$ cat src/mpot_pkg.sv
// =====================================================================
// Shared constants and carriers for the motorised pot setpoint block.
// =====================================================================
package mpot_pkg;

  // =================================================================
  // Value formats
  // =================================================================
  // Levels are signed hundredths of a percent, rates are tenths of a second.
  localparam int              LEVEL_W      = 16;
  localparam int              RATE_W       = 13;
  localparam int              CNT_W        = 24;
  localparam logic signed [15:0] LEVEL_MAX = 16'sh7530;  // +300.00 %.
  localparam logic signed [15:0] LEVEL_MIN = -16'sh7530; // -300.00 %.
  localparam logic [12:0]     RATE_MIN     = 13'h0001;   // 0.1 s.
  localparam logic [12:0]     RATE_MAX     = 13'h1770;   // 600.0 s.

  // =================================================================
  // Timing
  // =================================================================
  // One tenth of a second for a full 100 % change is 10000 hundredths,
  // so each hundredth takes 10 us per rate unit.
  localparam int CLK_PERIOD_PS  = 8000;
  localparam int STEP_UNIT_PS   = 10000000;
  localparam int STEP_UNIT_CYC  = STEP_UNIT_PS / CLK_PERIOD_PS;

  // =================================================================
  // Register offsets (byte addresses) and reset values
  // =================================================================
  localparam logic [7:0] OFS_PRELOAD    = 8'h00;
  localparam logic [7:0] OFS_AWAY_TIME  = 8'h04;
  localparam logic [7:0] OFS_TOWARD     = 8'h08;
  localparam logic [7:0] OFS_LOWER_LIM  = 8'h0c;
  localparam logic [7:0] OFS_UPPER_LIM  = 8'h10;
  localparam logic [7:0] OFS_OUTPUT     = 8'h14;
  localparam logic [7:0] OFS_STATUS     = 8'h18;

  localparam logic signed [15:0] RST_PRELOAD   = 16'sh0000;  // 0.00 %.
  localparam logic [12:0]        RST_RATE      = 13'h0064;   // 10.0 s.
  localparam logic signed [15:0] RST_LOWER_LIM = -16'sh2710; // -100.00 %.
  localparam logic signed [15:0] RST_UPPER_LIM = 16'sh2710;  // +100.00 %.

  // Status register bit positions.
  localparam int ST_AT_UPPER = 0;
  localparam int ST_AT_LOWER = 1;
  localparam int ST_FORCED   = 2;
  localparam int ST_MOVING   = 3;

  // =================================================================
  // Carriers
  // =================================================================
  typedef struct packed {
    logic signed [15:0] preload_level;
    logic [12:0]        away_from_zero_time;
    logic [12:0]        toward_zero_time;
    logic signed [15:0] lower_limit;
    logic signed [15:0] upper_limit;
  } mpot_cfg_s;

  typedef struct packed {
    logic preload_request;
    logic raise_request;
    logic lower_request;
  } mpot_req_s;

endpackage

$ cat src/mpot_setpoint.sv
// Our own choices: the placing of the registers and the APB register port.
`timescale 1ns/1ps
module mpot_setpoint
(
  input  wire logic        pclk,            // Processing clock, 125 MHz.
  input  wire logic        presetn,         // Asynchronous reset, active low.
  input  wire logic        psel,            // APB select.
  input  wire logic        penable,         // APB access phase.
  input  wire logic        pwrite,          // APB write when high.
  input  wire logic [7:0]  paddr,           // APB byte address.
  input  wire logic [31:0] pwdata,          // APB write data.
  output logic      [31:0] prdata,          // APB read data.
  output logic             pready,          // APB ready.
  output logic             pslverr,         // APB error, unmapped address.
  input  wire mpot_pkg::mpot_req_s req_in,  // Raise, lower, preload from outside.
  output logic signed [15:0] pot_output     // Setpoint in hundredths of a percent.
);
  import mpot_pkg::*;

  // =================================================================
  // Helpers
  // =================================================================
  // Saturate a level into a window.
  function automatic logic signed [15:0] clamp_level(input logic signed [15:0] v,
                                                     input logic signed [15:0] lo,
                                                     input logic signed [15:0] hi);
    logic signed [15:0] r;
    r = v;
    if (r > hi)
      r = hi;
    if (r < lo)
      r = lo;
    return r;
  endfunction

  // Saturate a written rate into its legal range.
  function automatic logic [12:0] clamp_rate(input logic [31:0] v);
    logic [12:0] r;
    r = v[12:0];
    if (v > {19'h00000, RATE_MAX})
      r = RATE_MAX;
    else if (v[12:0] < RATE_MIN)
      r = RATE_MIN;
    return r;
  endfunction

  // =================================================================
  // Input synchronisers
  // =================================================================
  mpot_req_s req_meta_q;
  mpot_req_s req_q;

  // Requests arrive from pins or other logic; two stages before use.
  always_ff @(posedge pclk or negedge presetn)
  begin
    if (!presetn)
    begin
      req_meta_q <= '0;
      req_q      <= '0;
    end
    else
    begin
      req_meta_q <= req_in;
      req_q      <= req_meta_q;
    end
  end

  // =================================================================
  // Register file
  // =================================================================
  mpot_cfg_s   cfg_q;
  logic        pready_q;
  logic        pslverr_q;
  logic [31:0] prdata_q;
  logic        bus_done;
  logic        addr_ok;
  logic [31:0] rd_word;
  logic [3:0]  status_w;
  logic signed [15:0] out_q;

  assign bus_done = psel && penable && pready_q;
  assign addr_ok  = (paddr == OFS_PRELOAD) || (paddr == OFS_AWAY_TIME) ||
                    (paddr == OFS_TOWARD) || (paddr == OFS_LOWER_LIM) ||
                    (paddr == OFS_UPPER_LIM) || (paddr == OFS_OUTPUT) ||
                    (paddr == OFS_STATUS);

  // Read mux; narrow values are sign or zero extended, unused bits read zero.
  always_comb
  begin
    rd_word = 32'h0000_0000;
    unique case (paddr)
      OFS_PRELOAD:   rd_word = {{16{cfg_q.preload_level[15]}}, cfg_q.preload_level};
      OFS_AWAY_TIME: rd_word = {19'h00000, cfg_q.away_from_zero_time};
      OFS_TOWARD:    rd_word = {19'h00000, cfg_q.toward_zero_time};
      OFS_LOWER_LIM: rd_word = {{16{cfg_q.lower_limit[15]}}, cfg_q.lower_limit};
      OFS_UPPER_LIM: rd_word = {{16{cfg_q.upper_limit[15]}}, cfg_q.upper_limit};
      OFS_OUTPUT:    rd_word = {{16{out_q[15]}}, out_q};
      OFS_STATUS:    rd_word = {28'h0000000, status_w};
      default:       rd_word = 32'h0000_0000;
    endcase
  end

  // One wait state: ready and data are registered so every output is a flop.
  always_ff @(posedge pclk or negedge presetn)
  begin
    if (!presetn)
    begin
      pready_q  <= 1'b0;
      pslverr_q <= 1'b0;
      prdata_q  <= 32'h0000_0000;
    end
    else
    begin
      pready_q  <= psel && penable && !pready_q;
      pslverr_q <= psel && penable && !pready_q && !addr_ok;
      prdata_q  <= (psel && penable && !pready_q && !pwrite) ? rd_word : 32'h0000_0000;
    end
  end

  // Writes land only at the completing edge; writes to output and status are ignored.
  always_ff @(posedge pclk or negedge presetn)
  begin
    if (!presetn)
    begin
      cfg_q.preload_level       <= RST_PRELOAD;
      cfg_q.away_from_zero_time <= RST_RATE;
      cfg_q.toward_zero_time    <= RST_RATE;
      cfg_q.lower_limit         <= RST_LOWER_LIM;
      cfg_q.upper_limit         <= RST_UPPER_LIM;
    end
    else if (bus_done && pwrite)
    begin
      unique case (paddr)
        OFS_PRELOAD:   cfg_q.preload_level <= clamp_level(pwdata[15:0], LEVEL_MIN, LEVEL_MAX);
        OFS_AWAY_TIME: cfg_q.away_from_zero_time <= clamp_rate(pwdata);
        OFS_TOWARD:    cfg_q.toward_zero_time <= clamp_rate(pwdata);
        OFS_LOWER_LIM: cfg_q.lower_limit <= clamp_level(pwdata[15:0], LEVEL_MIN, LEVEL_MAX);
        OFS_UPPER_LIM: cfg_q.upper_limit <= clamp_level(pwdata[15:0], LEVEL_MIN, LEVEL_MAX);
        default:       cfg_q <= cfg_q;
      endcase
    end
  end

  assign pready  = pready_q;
  assign pslverr = pslverr_q;
  assign prdata  = prdata_q;

  // =================================================================
  // Ramp engine
  // =================================================================
  logic               pwr_q;
  logic [CNT_W-1:0]   cnt_q;
  logic               inverted;
  logic               up_sel;
  logic               dn_sel;
  logic               moving;
  logic               away;
  logic [12:0]        rate_sel;
  logic [CNT_W-1:0]   limit;
  logic               step_now;
  logic signed [15:0] preload_cl;
  logic signed [15:0] base;
  logic signed [15:0] out_d;

  assign inverted   = cfg_q.lower_limit > cfg_q.upper_limit;
  assign up_sel     = req_q.raise_request && !req_q.lower_request;
  assign dn_sel     = req_q.lower_request && !req_q.raise_request;
  assign moving     = (up_sel || dn_sel) && !req_q.preload_request && !pwr_q;
  // Growing magnitude means away from zero; zero itself counts as away.
  assign away       = up_sel ? (out_q >= 16'sh0000) : (out_q <= 16'sh0000);
  assign rate_sel   = away ? cfg_q.away_from_zero_time : cfg_q.toward_zero_time;
  // One hundredth per rate*10 us gives a 100 % change in the set time.
  assign limit      = CNT_W'(rate_sel * STEP_UNIT_CYC);
  assign step_now   = moving && (cnt_q >= limit - 24'h000001);
  assign preload_cl = clamp_level(cfg_q.preload_level, cfg_q.lower_limit,
                                  cfg_q.upper_limit);

  // Cycle counter paces the steps; it restarts whenever the ramp is idle.
  always_ff @(posedge pclk or negedge presetn)
  begin
    if (!presetn)
      cnt_q <= '0;
    else if (!moving || step_now)
      cnt_q <= '0;
    else
      cnt_q <= cnt_q + 24'h000001;
  end

  // Power-up marker; the output is not retained, so it starts from preload.
  always_ff @(posedge pclk or negedge presetn)
  begin
    if (!presetn)
      pwr_q <= 1'b1;
    else
      pwr_q <= 1'b0;
  end

  // Next output: preload first, then single steps, then hard saturation.
  always_comb
  begin
    base = out_q;
    if (pwr_q || req_q.preload_request)
      base = preload_cl;
    else if (step_now && up_sel && out_q < cfg_q.upper_limit)
      base = out_q + 16'sh0001;
    else if (step_now && dn_sel && out_q > cfg_q.lower_limit)
      base = out_q - 16'sh0001;
    // Limits act as plain saturation, so a moved limit snaps the output at once.
    out_d = inverted ? 16'sh0000 : clamp_level(base, cfg_q.lower_limit,
                                               cfg_q.upper_limit);
  end

  always_ff @(posedge pclk or negedge presetn)
  begin
    if (!presetn)
      out_q <= RST_PRELOAD;
    else
      out_q <= out_d;
  end

  assign pot_output = out_q;

  assign status_w[ST_AT_UPPER] = out_q == cfg_q.upper_limit;
  assign status_w[ST_AT_LOWER] = out_q == cfg_q.lower_limit;
  assign status_w[ST_FORCED]   = inverted;
  assign status_w[ST_MOVING]   = moving;
endmodule // mpot_setpoint

$ cat config.mk
export PLATFORM = sky130hd
export DESIGN_NAME = mpot_setpoint
export DESIGN_NICKNAME = d
export VERILOG_FILES = /design/src/mpot_pkg.sv /design/src/mpot_setpoint.sv
export SDC_FILE = /design/constraint.sdc
export NUM_CORES = 1
export LEC_CHECK = 0
export CAP_MARGIN = 20
export CORE_ASPECT_RATIO = 0.5
export CORE_MARGIN = 2
export CORE_UTILIZATION = 55
export CTS_CLUSTER_SIZE = 14
export DETAILED_ROUTE_END_ITERATION = 6
export DONT_BUFFER_PORTS = 1
export PLACE_DENSITY = 0.77
export SETUP_SLACK_MARGIN = 0.05
export SLEW_MARGIN = 20
export SYNTH_ARGS = -nofsm -noshare
export SYNTH_HDL_FRONTEND = slang
export SYNTH_SLANG_ARGS = --single-unit
$ cat constraint.sdc
create_clock -name pclk -period 13.9 [get_ports pclk]
set_input_delay 2.085 -clock pclk [delete_from_list [all_inputs] [get_ports pclk]]
set_output_delay 2.085 -clock pclk [all_outputs]
set_load 0.01 [all_outputs]
==> flow_metrics.env <==
export IMPL_synth_top_area_share=0.219
export IMPL_viasPerCell=6.52
export IMPL_reg2reg_depth=57
export IMPL_fin_nets=1905
export IMPL_final_layout_size_suffix_gt1_frac=0.150
export IMPL_rsz0062_at_grt="false"
export IMPL_cp_max_fo=8
export IMPL_synth_cell_types=85
export IMPL_powerDensity_mw_per_mm2=130
export IMPL_grt_usage=0.369
export IMPL_synth_seq_area_share=0.257
export IMPL_clock_latency_ns=0.46
export IMPL_worst_pin_slew_ns=1.17
export IMPL_synth_seq_cells=139
export IMPL_total_leakage_power_nw=7.22
export IMPL_min_path_type="flip-flop to flip-flop"
export IMPL_synth_cells=1589
export IMPL_period_share=0.964
export IMPL_ys_flop_type="dfrtp_1"
export IMPL_antenna_left=0
export IMPL_final_cells=1976
export IMPL_avgSynthCellArea_um2=8.56
export IMPL_met1_length_um=21000
export IMPL_htree_levels=4
export IMPL_cts_hold_buf=0
export IMPL_cts_sinks=139
export IMPL_hold_depth=0
export IMPL_cap_violations=0
export IMPL_core_area_mm2=0.0241
export IMPL_clock_path_buffers=2
export IMPL_grt_pass1_vias=12300
export IMPL_critical_path_class="flip-flop to flip-flop"
export IMPL_routed_top_layer="met5"
export IMPL_route_met3_wl_um=5710
export IMPL_grt_pass1_wl_um=71600
export IMPL_ir_drop_v=0.000167
export IMPL_dieArea_mm2=0.0261
export IMPL_fin_crit_ns=13.40
export IMPL_grt_ovfl_total=0
export IMPL_dp_cells=1930
export IMPL_die_height_um=115
export IMPL_wl_per_cell_um=24.7
export IMPL_syn_nets=1868
export IMPL_synth_area_leader_cell="dfrtp_1"
export IMPL_status="finished, violations left"
export IMPL_antenna_found_initial=4
export IMPL_violations="DRC"
export IMPL_max_slew_margin_rel=0.215
export IMPL_die_w_um=226
export IMPL_pin_count=98
export IMPL_vias=12900
export IMPL_synth_edf_count=0
export IMPL_slowest_stage="or4_4"
export IMPL_path_clk_slew_ns=0.07
export IMPL_grt_max_degree=140
export IMPL_fin_skew_ns=0.0153
export IMPL_setup_worst_path_start_class="flip-flop"
export IMPL_fillerInstances=2038
export IMPL_synthArstFlopShare=1.00
export IMPL_start_util=0.564
export IMPL_yosys_top_cells_count="207 x ha_1, 172 x nand2_1, 133 x inv_1, 124 x o21ai_0, 119 x dfrtp_1"
export IMPL_remaining_drc_errors=3
export IMPL_slew_violations=0
export IMPL_wl_met2_um=20700
export IMPL_yosysMostFrequentCell="ha_1"
export IMPL_max_freq_mhz=74.6
export IMPL_cts_tree="done"
export IMPL_cp_common_cell="ha_1"
export IMPL_cts_inserted_buffers=17
export IMPL_ys_top_cells_by_area="dfrtp_1 22%, ha_1 19%, nand2_1 4.7%, o21ai_0 4.6%, dfstp_2 3.9%"
export IMPL_crit_arrival_ns=13.79
export IMPL_area_growth_pct=13.6
export IMPL_firstDrtPassIters=7
export IMPL_portBuffers=0
export IMPL_hpwl_um=37400
export IMPL_rows=40
export IMPL_total_power_w=0.00201
export IMPL_cts_root_buf="clkbuf_16"
export IMPL_worst_setup_path_end_kind="flip-flop"
export IMPL_critPathMaxStageDelay_ns=0.54
export IMPL_setup_violations=0
export IMPL_hold_violations=0
export IMPL_gp_congestion=1.02
export IMPL_drt_total_wl_um=48800
export IMPL_syn_area_mm2=0.0136
export IMPL_cp_required_ns=14.29
export IMPL_synth_warnings=0
export IMPL_drtIter0Drc=1707
timing repair:
action | in CTS | in global routing
setup endpoints to repair | 16 | 16
endpoints found under the hold margin | 0 | 0
setup buffers | 0 | 9
resized for setup | 10 | 75
pin swaps | 0 | 37
cloned | 0 | 4
logic make-up (layout without fill, tap and decap cells):
group / Yosys count / count (layout) / share of synthesized area
AOI/OAI and AO/OA: 388 / 388 / 0.191
muxes: 46 / 46 / 0.0363
DFF: 139 / 139 / 0.257
buffers and inverters: 194 / 243 / 0.0592
other: 1 / 2 / 0.000276
and+or+nand+nor: 521 / 522 / 0.186
adders and majority gates: 231 / 231 / 0.226
xor gates and xnor gates: 69 / 69 / 0.0444
path summary, 6_finish.rpt:
kind | to | startpoint | slack (ns)
max in group asynchronous | cfg_q[51] | presetn | 12.13
setup reg to reg | pot_output[7] | pot_output[6] | 0.50
min in group asynchronous | pot_output[1] | presetn | 1.32
hold / removal | req_q[1] | req_meta_q[1] | 0.35
setup / recovery | pot_output[7] | pot_output[6] | 0.50
hold reg to reg | req_q[1] | req_meta_q[1] | 0.35
layer usage:
layer / GRT usage / vias to the layer above
li1: - / 5822
met1: 0.507 / 6265
met2: 0.551 / 688
met3: 0.124 / 100
met4: 0.108 / 4
met5: 0.0251 / -
critical path, delay by kind of cell (launching register included):
family | cells | cell delay (ns)
and+or+nand+nor | 15 | 4.06
AOI/OAI and AO/OA | 19 | 3.70
adders and majority gates | 9 | 3.01
buffers and inverters | 10 | 1.38
muxes | 2 | 0.48
DFF | 1 | 0.39
xor gates and xnor gates | 2 | 0.27
layout by cell type, fill, tap and decap left out, types with 11 or more instances in the layout:
master / n
fa_1: 24
nand2_1: 171
nor2b_1: 11
o211ai_1: 18
nor2_1: 106
nand3_1: 46
a22oi_1: 17
xnor2_1: 48
inv_1: 132
clkbuf_16: 19
nand2b_1: 12
a21o_1: 23
a21oi_1: 64
mux2i_1: 16
and3_1: 12
a31oi_1: 16
o21ai_0: 119
buf_4: 70
o21a_1: 15
nor4_1: 16
ha_1: 203
mux2_2: 25
xor2_1: 19
and2_1: 11
nand4_1: 31
dfstp_2: 20
dfrtp_1: 118
a222oi_1: 13
nor3_1: 23
stage by stage:
stage / cell area (µm²) / setup WS [ns] / hold WS, ns / utilization / TNS [ns]
floorplan: 13600 / 0.187 / 0.331 / - / 0
global placement: 14300 / 0.317 / 0.336 / 0.592 / 0
CTS: 15000 / 0.0952 / 0.352 / 0.621 / 0
finish: 15500 / 0.501 / 0.350 / 0.641 / 0
global route: 15500 / 0.0265 / 0.353 / 0.641 / 0
detailed placement: 14300 / -0.133 / 0.338 / 0.592 / -1.59
sequential cells by signal, indices dropped and copies added, names as in the netlist, 3 cells and up:
register and flops:
cfg_q 74, cnt_q 24, pot_output 16, prdata 16, req_meta_q 3, req_q 3
where the power goes:
group | total (W) | switching (W) | internal (W)
combinational | 0.00107 | 0.000614 | 0.000456
clock | 0.000505 | 0.000216 | 0.000289
sequential | 0.000437 | 0.0000119 | 0.000425
total | 0.00201 | 0.000842 | 0.00117
final cells by class:
class	count	area [µm²]	area share
clock inverters	15	204	0.0132
well taps	336	420	0.0272
clock buffers	17	425	0.0275
diodes	1	2.50	0.000162
repair buffers	78	673	0.0435
multi-input cells	1257	9730	0.630
flip-flops and latches	139	3500	0.227
inverters	133	499	0.0323
(Power assumes the default switching activity.)
